`src/papc_pkg.sv`:
```
package papc_pkg;

  // Operating modes of the device
  typedef enum logic [2:0] {
    PAPC_MODE_0 = 3'b000,
    PAPC_MODE_1 = 3'b001,
    PAPC_MODE_2 = 3'b010,
    PAPC_MODE_3 = 3'b011,
    PAPC_MODE_4 = 3'b100,
    PAPC_MODE_5 = 3'b101,
    PAPC_MODE_6 = 3'b110,
    PAPC_MODE_7 = 3'b111
  } papc_mode_e;

  // APB access phase of this slave
  typedef enum logic [1:0] {
    PAPC_APB_IDLE = 2'b00,
    PAPC_APB_SETUP = 2'b01,
    PAPC_APB_ACCESS = 2'b10
  } papc_apb_phase_e;

  localparam int PAPC_WIDTH = 8;
  localparam int PAPC_PIN_A20 = 7;
  localparam int PAPC_PIN_CMP_A = 6;

  // Printed offsets are register indices; byte address is four times the index
  localparam logic [19:0] PAPC_DIR_INDEX = 20'hEE009;
  localparam logic [19:0] PAPC_DATA_INDEX = 20'hFFFD9;
  localparam logic [31:0] PAPC_DIR_ADDR = {10'h000, PAPC_DIR_INDEX, 2'b00};
  localparam logic [31:0] PAPC_DATA_ADDR = {10'h000, PAPC_DATA_INDEX, 2'b00};

  localparam logic [7:0] PAPC_DIR_RST = 8'h00;
  localparam logic [7:0] PAPC_DATA_RST = 8'h00;
  localparam logic [7:0] PAPC_DIR_READ = 8'hFF;
  localparam logic [7:0] PAPC_ADDR_PIN_MASK = 8'h80;
  localparam logic [7:0] PAPC_ALL_INPUT = 8'hFF;
  localparam logic [23:0] PAPC_RDATA_PAD = 24'h000000;
  localparam logic [2:0] PAPC_IOCTL_OFF = 3'b000;
  localparam int PAPC_IOCTL_CAPT_BIT = 2;

  typedef struct packed {
    logic [31:0] paddr;
    logic psel;
    logic penable;
    logic pwrite;
    logic [31:0] pwdata;
  } papc_apb_req_s;

  // Channel 2 timer controls and compare outputs
  typedef struct packed {
    logic pwm_mode;
    logic [2:0] b_ioctl;
    logic [2:0] a_ioctl;
    logic cmp_b;
    logic cmp_a;
  } papc_tmr_ctl_s;

endpackage : papc_pkg

```
`src/papc_pin_sel.sv`:
```
`timescale 1ns/1ns
module papc_pin_sel (
  input wire logic addr_sel_i,  // Pin claimed as address output
  input wire logic addr_val_i,  // Address bit level
  input wire logic tmr_sel_i,   // Pin claimed as timer compare output
  input wire logic tmr_val_i,   // Timer compare level
  input wire logic dir_i,       // Direction bit, 1 = output
  input wire logic pat_en_i,    // Pattern output enable
  input wire logic pat_val_i,   // Pattern output level
  input wire logic port_val_i,  // Data register bit
  output logic drive_o,         // Pin is driven
  output logic val_o            // Level to drive
);

  always_comb begin
    drive_o = 1'b0;
    val_o = 1'b0;
    if (addr_sel_i) begin
      drive_o = 1'b1;
      val_o = addr_val_i;
    end else if (tmr_sel_i) begin
      drive_o = 1'b1;
      val_o = tmr_val_i;
    end else if (dir_i) begin
      drive_o = 1'b1;
      val_o = pat_en_i ? pat_val_i : port_val_i;
    end
  end

endmodule : papc_pin_sel

```
`src/papc_port.sv`:
```
`timescale 1ns/1ns
// Operation
// - Reset leaves pins input, except A20 modes 3/4; while reset is held pin 7 is input too, and drives from the first clock after
// - Direction 1 drives output, 0 is input
// - Direction register reads back all ones
// - Direction resets 0x00, or 0x80 in modes 3/4
// - Software standby keeps direction and driven outputs
// - General output pin drives data register bit
// - Port read mixes data and pin by direction
// - Data clears on reset, kept in software standby
// - Pin 7: compare B, else port or pattern
// - B control 001/01x selects output; 1xx captures
// - Pin 6: compare A, else port or pattern
// - PWM or A code 001/01x drives pin 6
// - Pins 3-0 same in all modes
// - Unclaimed pins are general input or output
// - Mode 5, enable low: pin 7 is A20
module papc_port
  import papc_pkg::*;
(
  input wire logic core_clk_i,                // System clock
  input wire logic resetn_i,                  // Asynchronous reset, active low
  input wire papc_apb_req_s apb_i,            // APB request
  output logic [31:0] prdata_o,               // APB read data
  output logic pready_o,                      // APB ready
  output logic pslverr_o,                     // APB error on unmapped address
  input wire papc_mode_e mode_i,              // Operating mode
  input wire logic hw_standby_i,              // Hardware standby
  input wire logic sw_standby_i,              // Software standby
  input wire papc_tmr_ctl_s tmr_i,            // Timer channel 2 controls
  input wire logic [7:0] pattern_enable_i,    // Pattern output enables
  input wire logic [7:0] pattern_out_i,       // Pattern output levels
  input wire logic addr20_enable_i,           // Mode 5 address 20 enable
  input wire logic addr20_i,                  // Address bit 20 level
  input wire logic [7:0] pin_i,               // Pin levels
  output logic [7:0] pin_o,                   // Pin output levels
  output logic [7:0] pin_oe_n_o,              // Pin output enables, low drives
  output logic capture_b_o,                   // Pin 7 level to capture B
  output logic capture_a_o                    // Pin 6 level to capture A
);

  papc_apb_phase_e phase;
  logic mode34;
  logic addr7_sel;
  logic tmr_b_sel;
  logic tmr_a_sel;
  logic cap_b_sel;
  logic cap_a_sel;
  logic wr_dir;
  logic wr_data;
  logic rd_setup;
  logic mapped;
  logic [7:0] dir_eff;
  logic [7:0] addr_sel_v;
  logic [7:0] addr_val_v;
  logic [7:0] tmr_sel_v;
  logic [7:0] tmr_val_v;
  logic [7:0] drive_v;
  logic [7:0] val_v;
  logic [7:0] dir_reg, dir_next;
  logic [7:0] data_reg, data_next;
  logic [31:0] prdata_reg, prdata_next;
  logic [7:0] pin_out_reg, pin_out_next;
  logic [7:0] pin_oe_n_reg, pin_oe_n_next;
  logic capture_b_reg, capture_b_next;
  logic capture_a_reg, capture_a_next;

  always_comb begin
    if (apb_i.psel && !apb_i.penable) begin
      phase = PAPC_APB_SETUP;
    end else if (apb_i.psel) begin
      phase = PAPC_APB_ACCESS;
    end else begin
      phase = PAPC_APB_IDLE;
    end
  end

  always_comb begin
    mapped = 1'b0;
    wr_dir = 1'b0;
    wr_data = 1'b0;
    if (apb_i.paddr == PAPC_DIR_ADDR) begin
      mapped = 1'b1;
      wr_dir = (phase == PAPC_APB_ACCESS) && apb_i.pwrite;
    end else if (apb_i.paddr == PAPC_DATA_ADDR) begin
      mapped = 1'b1;
      wr_data = (phase == PAPC_APB_ACCESS) && apb_i.pwrite;
    end
  end

  // Zero wait states: read data is captured in setup, ready in access
  assign pready_o = (phase == PAPC_APB_ACCESS);
  assign pslverr_o = (phase == PAPC_APB_ACCESS) && !mapped;
  assign rd_setup = (phase == PAPC_APB_SETUP) && !apb_i.pwrite;

  assign mode34 = (mode_i == PAPC_MODE_3) || (mode_i == PAPC_MODE_4);
  // Bit 7 is forced rather than stored, so the mode need not be caught at reset
  assign dir_eff = dir_reg | (mode34 ? PAPC_ADDR_PIN_MASK : PAPC_DIR_RST);

  // Register file; hardware standby clears like reset, software standby has no effect
  always_comb begin
    dir_next = dir_reg;
    data_next = data_reg;
    if (hw_standby_i) begin
      dir_next = PAPC_DIR_RST;
      data_next = PAPC_DATA_RST;
    end else begin
      if (wr_dir) begin
        dir_next = apb_i.pwdata[7:0];
        if (mode34) begin
          dir_next[PAPC_PIN_A20] = dir_reg[PAPC_PIN_A20];
        end
      end
      if (wr_data) begin
        data_next = apb_i.pwdata[7:0];
      end
    end
  end

  always_ff @(posedge core_clk_i or negedge resetn_i) begin
    if (!resetn_i) begin
      dir_reg <= PAPC_DIR_RST;
      data_reg <= PAPC_DATA_RST;
    end else begin
      dir_reg <= dir_next;
      data_reg <= data_next;
    end
  end

  always_comb begin
    prdata_next = prdata_reg;
    if (rd_setup) begin
      if (apb_i.paddr == PAPC_DIR_ADDR) begin
        prdata_next = {PAPC_RDATA_PAD, PAPC_DIR_READ};
      end else if (apb_i.paddr == PAPC_DATA_ADDR) begin
        prdata_next = {PAPC_RDATA_PAD, (data_reg & dir_eff) | (pin_i & ~dir_eff)};
      end else begin
        prdata_next = {PAPC_RDATA_PAD, PAPC_DIR_RST};
      end
    end
  end

  always_ff @(posedge core_clk_i or negedge resetn_i) begin
    if (!resetn_i) begin
      prdata_reg <= {PAPC_RDATA_PAD, PAPC_DIR_RST};
    end else begin
      prdata_reg <= prdata_next;
    end
  end

  assign prdata_o = prdata_reg;

  // Channel 2 claims: B only by its code, A also by PWM
  assign tmr_b_sel = !tmr_i.b_ioctl[PAPC_IOCTL_CAPT_BIT] && (tmr_i.b_ioctl != PAPC_IOCTL_OFF);
  assign tmr_a_sel = tmr_i.pwm_mode
    || (!tmr_i.a_ioctl[PAPC_IOCTL_CAPT_BIT] && (tmr_i.a_ioctl != PAPC_IOCTL_OFF));
  assign cap_b_sel = tmr_i.b_ioctl[PAPC_IOCTL_CAPT_BIT] && !tmr_i.pwm_mode;
  assign cap_a_sel = tmr_i.a_ioctl[PAPC_IOCTL_CAPT_BIT] && !tmr_i.pwm_mode;
  assign addr7_sel = mode34 || ((mode_i == PAPC_MODE_5) && !addr20_enable_i);

  // Pins 5 to 0 carry no mode-dependent claim here, only port and pattern
  always_comb begin
    addr_sel_v = '0;
    addr_val_v = '0;
    tmr_sel_v = '0;
    tmr_val_v = '0;
    addr_sel_v[PAPC_PIN_A20] = addr7_sel;
    addr_val_v[PAPC_PIN_A20] = addr20_i;
    tmr_sel_v[PAPC_PIN_A20] = tmr_b_sel;
    tmr_val_v[PAPC_PIN_A20] = tmr_i.cmp_b;
    tmr_sel_v[PAPC_PIN_CMP_A] = tmr_a_sel;
    tmr_val_v[PAPC_PIN_CMP_A] = tmr_i.cmp_a;
  end

  for (genvar i = 0; i < PAPC_WIDTH; i++) begin : g_pin
    papc_pin_sel u_sel (
      .addr_sel_i(addr_sel_v[i]),
      .addr_val_i(addr_val_v[i]),
      .tmr_sel_i(tmr_sel_v[i]),
      .tmr_val_i(tmr_val_v[i]),
      .dir_i(dir_eff[i]),
      .pat_en_i(pattern_enable_i[i]),
      .pat_val_i(pattern_out_i[i]),
      .port_val_i(data_reg[i]),
      .drive_o(drive_v[i]),
      .val_o(val_v[i])
    );
  end

  always_comb begin
    pin_out_next = val_v;
    pin_oe_n_next = ~drive_v;
    if (hw_standby_i) begin
      pin_oe_n_next = PAPC_ALL_INPUT & ~(mode34 ? PAPC_ADDR_PIN_MASK : PAPC_DIR_RST);
    end
    capture_b_next = cap_b_sel && !addr7_sel && pin_i[PAPC_PIN_A20];
    capture_a_next = cap_a_sel && pin_i[PAPC_PIN_CMP_A];
  end

  always_ff @(posedge core_clk_i or negedge resetn_i) begin
    if (!resetn_i) begin
      pin_out_reg <= PAPC_DATA_RST;
      pin_oe_n_reg <= PAPC_ALL_INPUT;
      capture_b_reg <= 1'b0;
      capture_a_reg <= 1'b0;
    end else begin
      pin_out_reg <= pin_out_next;
      pin_oe_n_reg <= pin_oe_n_next;
      capture_b_reg <= capture_b_next;
      capture_a_reg <= capture_a_next;
    end
  end

  assign pin_o = pin_out_reg;
  assign pin_oe_n_o = pin_oe_n_reg;
  assign capture_b_o = capture_b_reg;
  assign capture_a_o = capture_a_reg;
endmodule : papc_port

```
`config.mk`:
```
export PLATFORM = sky130hd
export DESIGN_NAME = papc_port
export DESIGN_NICKNAME = d
export VERILOG_FILES = /design/src/papc_pkg.sv /design/src/papc_pin_sel.sv /design/src/papc_port.sv
export SDC_FILE = /design/constraint.sdc
export NUM_CORES = 1
export LEC_CHECK = 0
export BUFFER_PORTS_ARGS = -buffer_cell sky130_fd_sc_hd__buf_2
export CAP_MARGIN = 20
export CORE_MARGIN = 4
export CORE_UTILIZATION = 43
export CTS_CLUSTER_DIAMETER = 80
export DETAILED_ROUTE_END_ITERATION = 8
export PLACE_DENSITY = 0.9
export SYNTH_ARGS = -nofsm -noshare
export SYNTH_HDL_FRONTEND = slang
export SYNTH_HIERARCHICAL = 1
export SYNTH_SLANG_ARGS = --single-unit
```
`constraint.sdc`:
```
create_clock -name core_clk_i -period 1.95 [get_ports core_clk_i]
set_input_delay 0.4875 -clock core_clk_i [delete_from_list [all_inputs] [get_ports core_clk_i]]
set_output_delay 0.4875 -clock core_clk_i [all_outputs]
set_load 0.05 [all_outputs]
```
; Yosys cells after proc, flatten, opt, wreduce, memory -nomap -nowiden
; Cells that the tools add are included.
[word_totals]
word_cells = 97
output_inout_bits = 52
in_bits = 109
ff_bits = 66
[classes]
bitwise = 7
n_eq_ne = 8
reduce_logical = 28
mux = 46
[ops]
columns = operator, n
row1 = 32-bit by 22-bit == test with 1-bit output (second input constant), 2
row2 = 8-bit 2-to-1 mux, 8
row3 = 1-bit 2-to-1 mux, 36
row4 = 8-bit NOT, 3
row5 = 8-bit AND, 2
row6 = 8-bit bitwise OR, 2
row7 = 1-bit logical AND, 12
row8 = 1-bit logical NOT, 8
row9 = 3-bit == test (second input constant), 2
row10 = 3-bit nonzero test, 2
row11 = 2-bit 2-to-1 mux, 2
row12 = 2-bit nonzero test, 2
row13 = 3-bit by 2-bit == test with 1-bit output (second input constant), 1
row14 = 1-bit logical OR, 3
row15 = 2-bit by 1-bit == test with 1-bit output (second input constant), 1
row16 = 2-bit == test (second input constant), 1
row17 = 2-bit inequality test (second input constant), 1
row18 = 2-bit AND reduction, 1

; Longest topological paths before layout
[logic_depth]
ltp_word = 9
ltp_mapped = 6

; Cells and area by module
; The synthesis kept the hierarchy.
[modules_own_cells]
columns = mod, seq_area_each_um2, area_each_um2, cells_per_inst, instances
row1 = papc_port, 1061.0, 2225.9, 203, 1
row2 = papc_pin_sel, 0.0, 41.3, 7, 8

; Worst setup path before layout
; No wires, ideal clock.
[synth_path]
path_type = input-to-output
from = input apb_i[45] (netlist bit)
to = output pslverr_o
slack_ns = -0.690
path_buffers = 1
required_time_ns = 1.462
cell_stages = 5
arrival_time_ns = 2.152
path_cell_list = and3_2 > clkbuf_1 > nand3_1 > a21oi_1 > a21boi_0
[synth_between]
elab_chain_len = 5
[synth_lines]
columns = item, line_no
row1 = from (decl), papc_port.sv:23  ; input wire papc_apb_req_s apb_i,
row2 = 32-bit by 22-bit == test with 1-bit output, papc_port.sv:85  ; end else if (apb_i.paddr == PAPC_DATA_ADDR) begin
row3 = 1-bit 2-to-1 mux, papc_port.sv:85
row4 = 1-bit 2-to-1 mux (*), papc_port.sv:82  ; if (apb_i.paddr == PAPC_DIR_ADDR) begin
row5 = 1-bit logical NOT (*), papc_port.sv:93  ; assign pslverr_o = (phase == PAPC_APB_ACCESS) && !mapped;
row6 = 1-bit logical AND (*), papc_port.sv:93
row7 = to (decl), papc_port.sv:26  ; output logic pslverr_o,
; Mark *: on every way between the ends. The rest lies on a longest branch, timed or not.

; Worst setup path after layout
[layout_path]
from = input apb_i[46] (netlist bit)
to = output pslverr_o
; The elaborated chain is that of the path after synthesis.

==> results.sh <==
export IMPL_maxSlewViolCount=0
export IMPL_final_util_pct=61.6
export IMPL_yosys_area_top_type="dfrtp_1"
export IMPL_hold_path_class="input port to async pin"
export IMPL_htreeDepth=2
export IMPL_critPathArrivalTime_ns=1.40
export IMPL_drive_above_1_share_pct=36.0
export IMPL_antenna_cells=0
export IMPL_grt_busiest_layer="met2"
export IMPL_fp_dieW_um=85.1
export IMPL_critPathKind="input port to output port"
export IMPL_numCtsBuffers=5
export IMPL_path_max_fanout=2
export IMPL_synth_cells=259
export IMPL_drc=0
export IMPL_drtIter0Drc=30
export IMPL_reg2reg_slack_ns=0.86
export IMPL_grt_setup_unrepaired="false"
export IMPL_fin_nets=544
export IMPL_hold_viol_final=0
export IMPL_p_per_area_nw_per_um2=619
export IMPL_syn2layout_area_growth_pct=36.0
export IMPL_slew_limit_headroom_pct=59.8
export IMPL_startpoint_type="input port"
export IMPL_cp_data_required_time_ns=1.46
export IMPL_antenna_found_initial=0
export IMPL_ys_types=42
export IMPL_grt_overflow_total=0
export IMPL_layout_commonest_cell="buf_2"
export IMPL_yosysSeqAreaShare_pct=41.5
export IMPL_grt_pass1_wl_mm=10.3
export IMPL_synth_area_sq_um=2560
export IMPL_grt_max_degree=43
export IMPL_status="finished, final reports clean"
export IMPL_synth_flop_cell="dfrtp_1"
export IMPL_fmax_ghz=0.529
export IMPL_track_usage_pct=17.4
export IMPL_setup_ws_ns=0.0611
export IMPL_layout_common_cells="buf_2, conb_1, dfrtp_1"
export IMPL_viasPerCell=4.59
export IMPL_met1_usage_pct=18.6
export IMPL_regToRegStartpoint="dir_reg[7]"
export IMPL_cap_violations=0
export IMPL_cts_tree="yes"
export IMPL_skew_ns=0.00277
export IMPL_reg2reg_depth=4
export IMPL_synth_edf_count=0
export IMPL_drtPass1Iterations=4
export IMPL_cp_end_kind="output port"
export IMPL_use_met2_pct=33.3
export IMPL_path_clk_slew_ns=0.08
export IMPL_synth_top_area_share_pct=33.3
export IMPL_grt_util_met3_pct=4.17
export IMPL_dp_hpwl_mm=5.25
export IMPL_clk_root_buffer_cell="clkbuf_8"
export IMPL_finalCritPeriodShare_pct=96.9
export IMPL_row_count=27
export IMPL_syn_area_per_cell_sq_um=9.87
export IMPL_gp_congestion=0.770
export IMPL_clock_path_buffers=2
export IMPL_core_area_sq_um=5640
export IMPL_drtAntennaViolNets=0
export IMPL_ys_seq_elements=42
export IMPL_die_area_sq_um=7240
export IMPL_initial_utilization_pct=45.3
export IMPL_setup_violations=0
export IMPL_avgRoutedWirePerCell_um=12.6
export IMPL_tightest_slew_ns=0.602
export IMPL_p_leak_uw=0.00180
export IMPL_vdd_drop_max_mv=0.358
export IMPL_wl_mm=6.40
export IMPL_cts_sinks=42
export IMPL_r2r_end="pin_oe_n_o[7]"
export IMPL_routed_via_count=2334
export IMPL_io_pins=161
export IMPL_grt_pass1_vias=2454
export IMPL_place_ws_ns=-0.105
export IMPL_clock_latency_ns=0.29
export IMPL_synth_area_top_cells="dfrtp_1, dfstp_2, buf_4"
export IMPL_min_period_ns=1.89
export IMPL_io_buffer_count=111
export IMPL_synth_warnings=6
export IMPL_hold_buffers=0
export IMPL_synthArstFlopShare_pct=100
export IMPL_die_h_um=85.1
export IMPL_tns_ns=0
==> metrics by stage <==
stage	total power [uW]	hold WS, ns	area (sq um)	cells
final	2150	0.250	3480	508
after detailed placement	1570	0.546	3330	498
after global routing	2250	0.308	3480	508
after floorplan	1420	0.192	2880	341
after global placement	1560	0.530	3330	498
after CTS	2170	0.278	3450	506
==> synthesized netlist by cell type (all sizes together) (2+ instances only) <==
cell type / instances
a211oi: 8
a21boi: 2
and2: 2
and3: 3
and4: 7
buf: 29
clkbuf: 3
dfrtp: 34
dfstp: 8
inv: 2
mux2: 15
mux2i: 16
nand2: 21
nand2b: 26
nand3: 19
nand3b: 2
nand4: 3
nor2: 21
nor3: 2
nor3b: 2
nor4: 3
o211ai: 9
or2b: 5
or3: 8
==> critical path, cell delays in order <==
cell and delay, ns:
buf_2 0.12, nor4_4 0.27, nand3_1 0.12, a21oi_2 0.19
a21boi_4 0.07, buf_6 0.15
==> timing repair <==
item	CTS	global route
pin swaps	1	5
setup endpoints to repair	1	1
cloned	0	0
gates resized for setup	4	4
buffers inserted	0	2
==> metal layers <==
layer  up-vias  wire (um)
met5         -          0
met3        11        564
met1      1060       2410
met2       109       3320
li1       1154          -
met4         0        104
==> kinds of logic (layout without fill, tap and decap cells) <==
logic type	after synthesis	count (layout)	synth area share, %
mux	31	31	12.9
compound gates	23	23	6.66
buf+inv	34	129	9.59
flops	42	42	41.5
other cells	1	83	0.147
simple gates	128	128	29.2
==> where the power goes <==
group	leakage (uW)	internal, uW	switching (uW)	total, uW
logic	0.00121	173	441	615
registers	0.000536	927	18.3	945
clock network	0.0000472	285	308	592
total	0.00180	1380	767	2150
==> worst max path at each step <==
stage | to | slack, ns | cells past startpoint | start
floorplan | pslverr_o | 0.05 | 5 | apb_i[45]
CTS | pslverr_o | 0.01 | 6 | apb_i[41]
global route | pslverr_o | 0.008 | 6 | apb_i[46]
global placement | pslverr_o | -0.07 | 6 | apb_i[41]
finish | pslverr_o | 0.06 | 6 | apb_i[46]
detailed placement | pslverr_o | -0.11 | 6 | apb_i[41]
==> layout make-up <==
cell class,instances,area [sq um]
clock buffers,6,82.6
clock inverters,2,12.5
fillers,503,2170
inverters,2,7.51
multi-input cells,265,1590
flip-flops and latches,42,1060
well taps,72,90.1
repair buffers,119,628
Note: power is estimated with default switching activity, not from simulation.
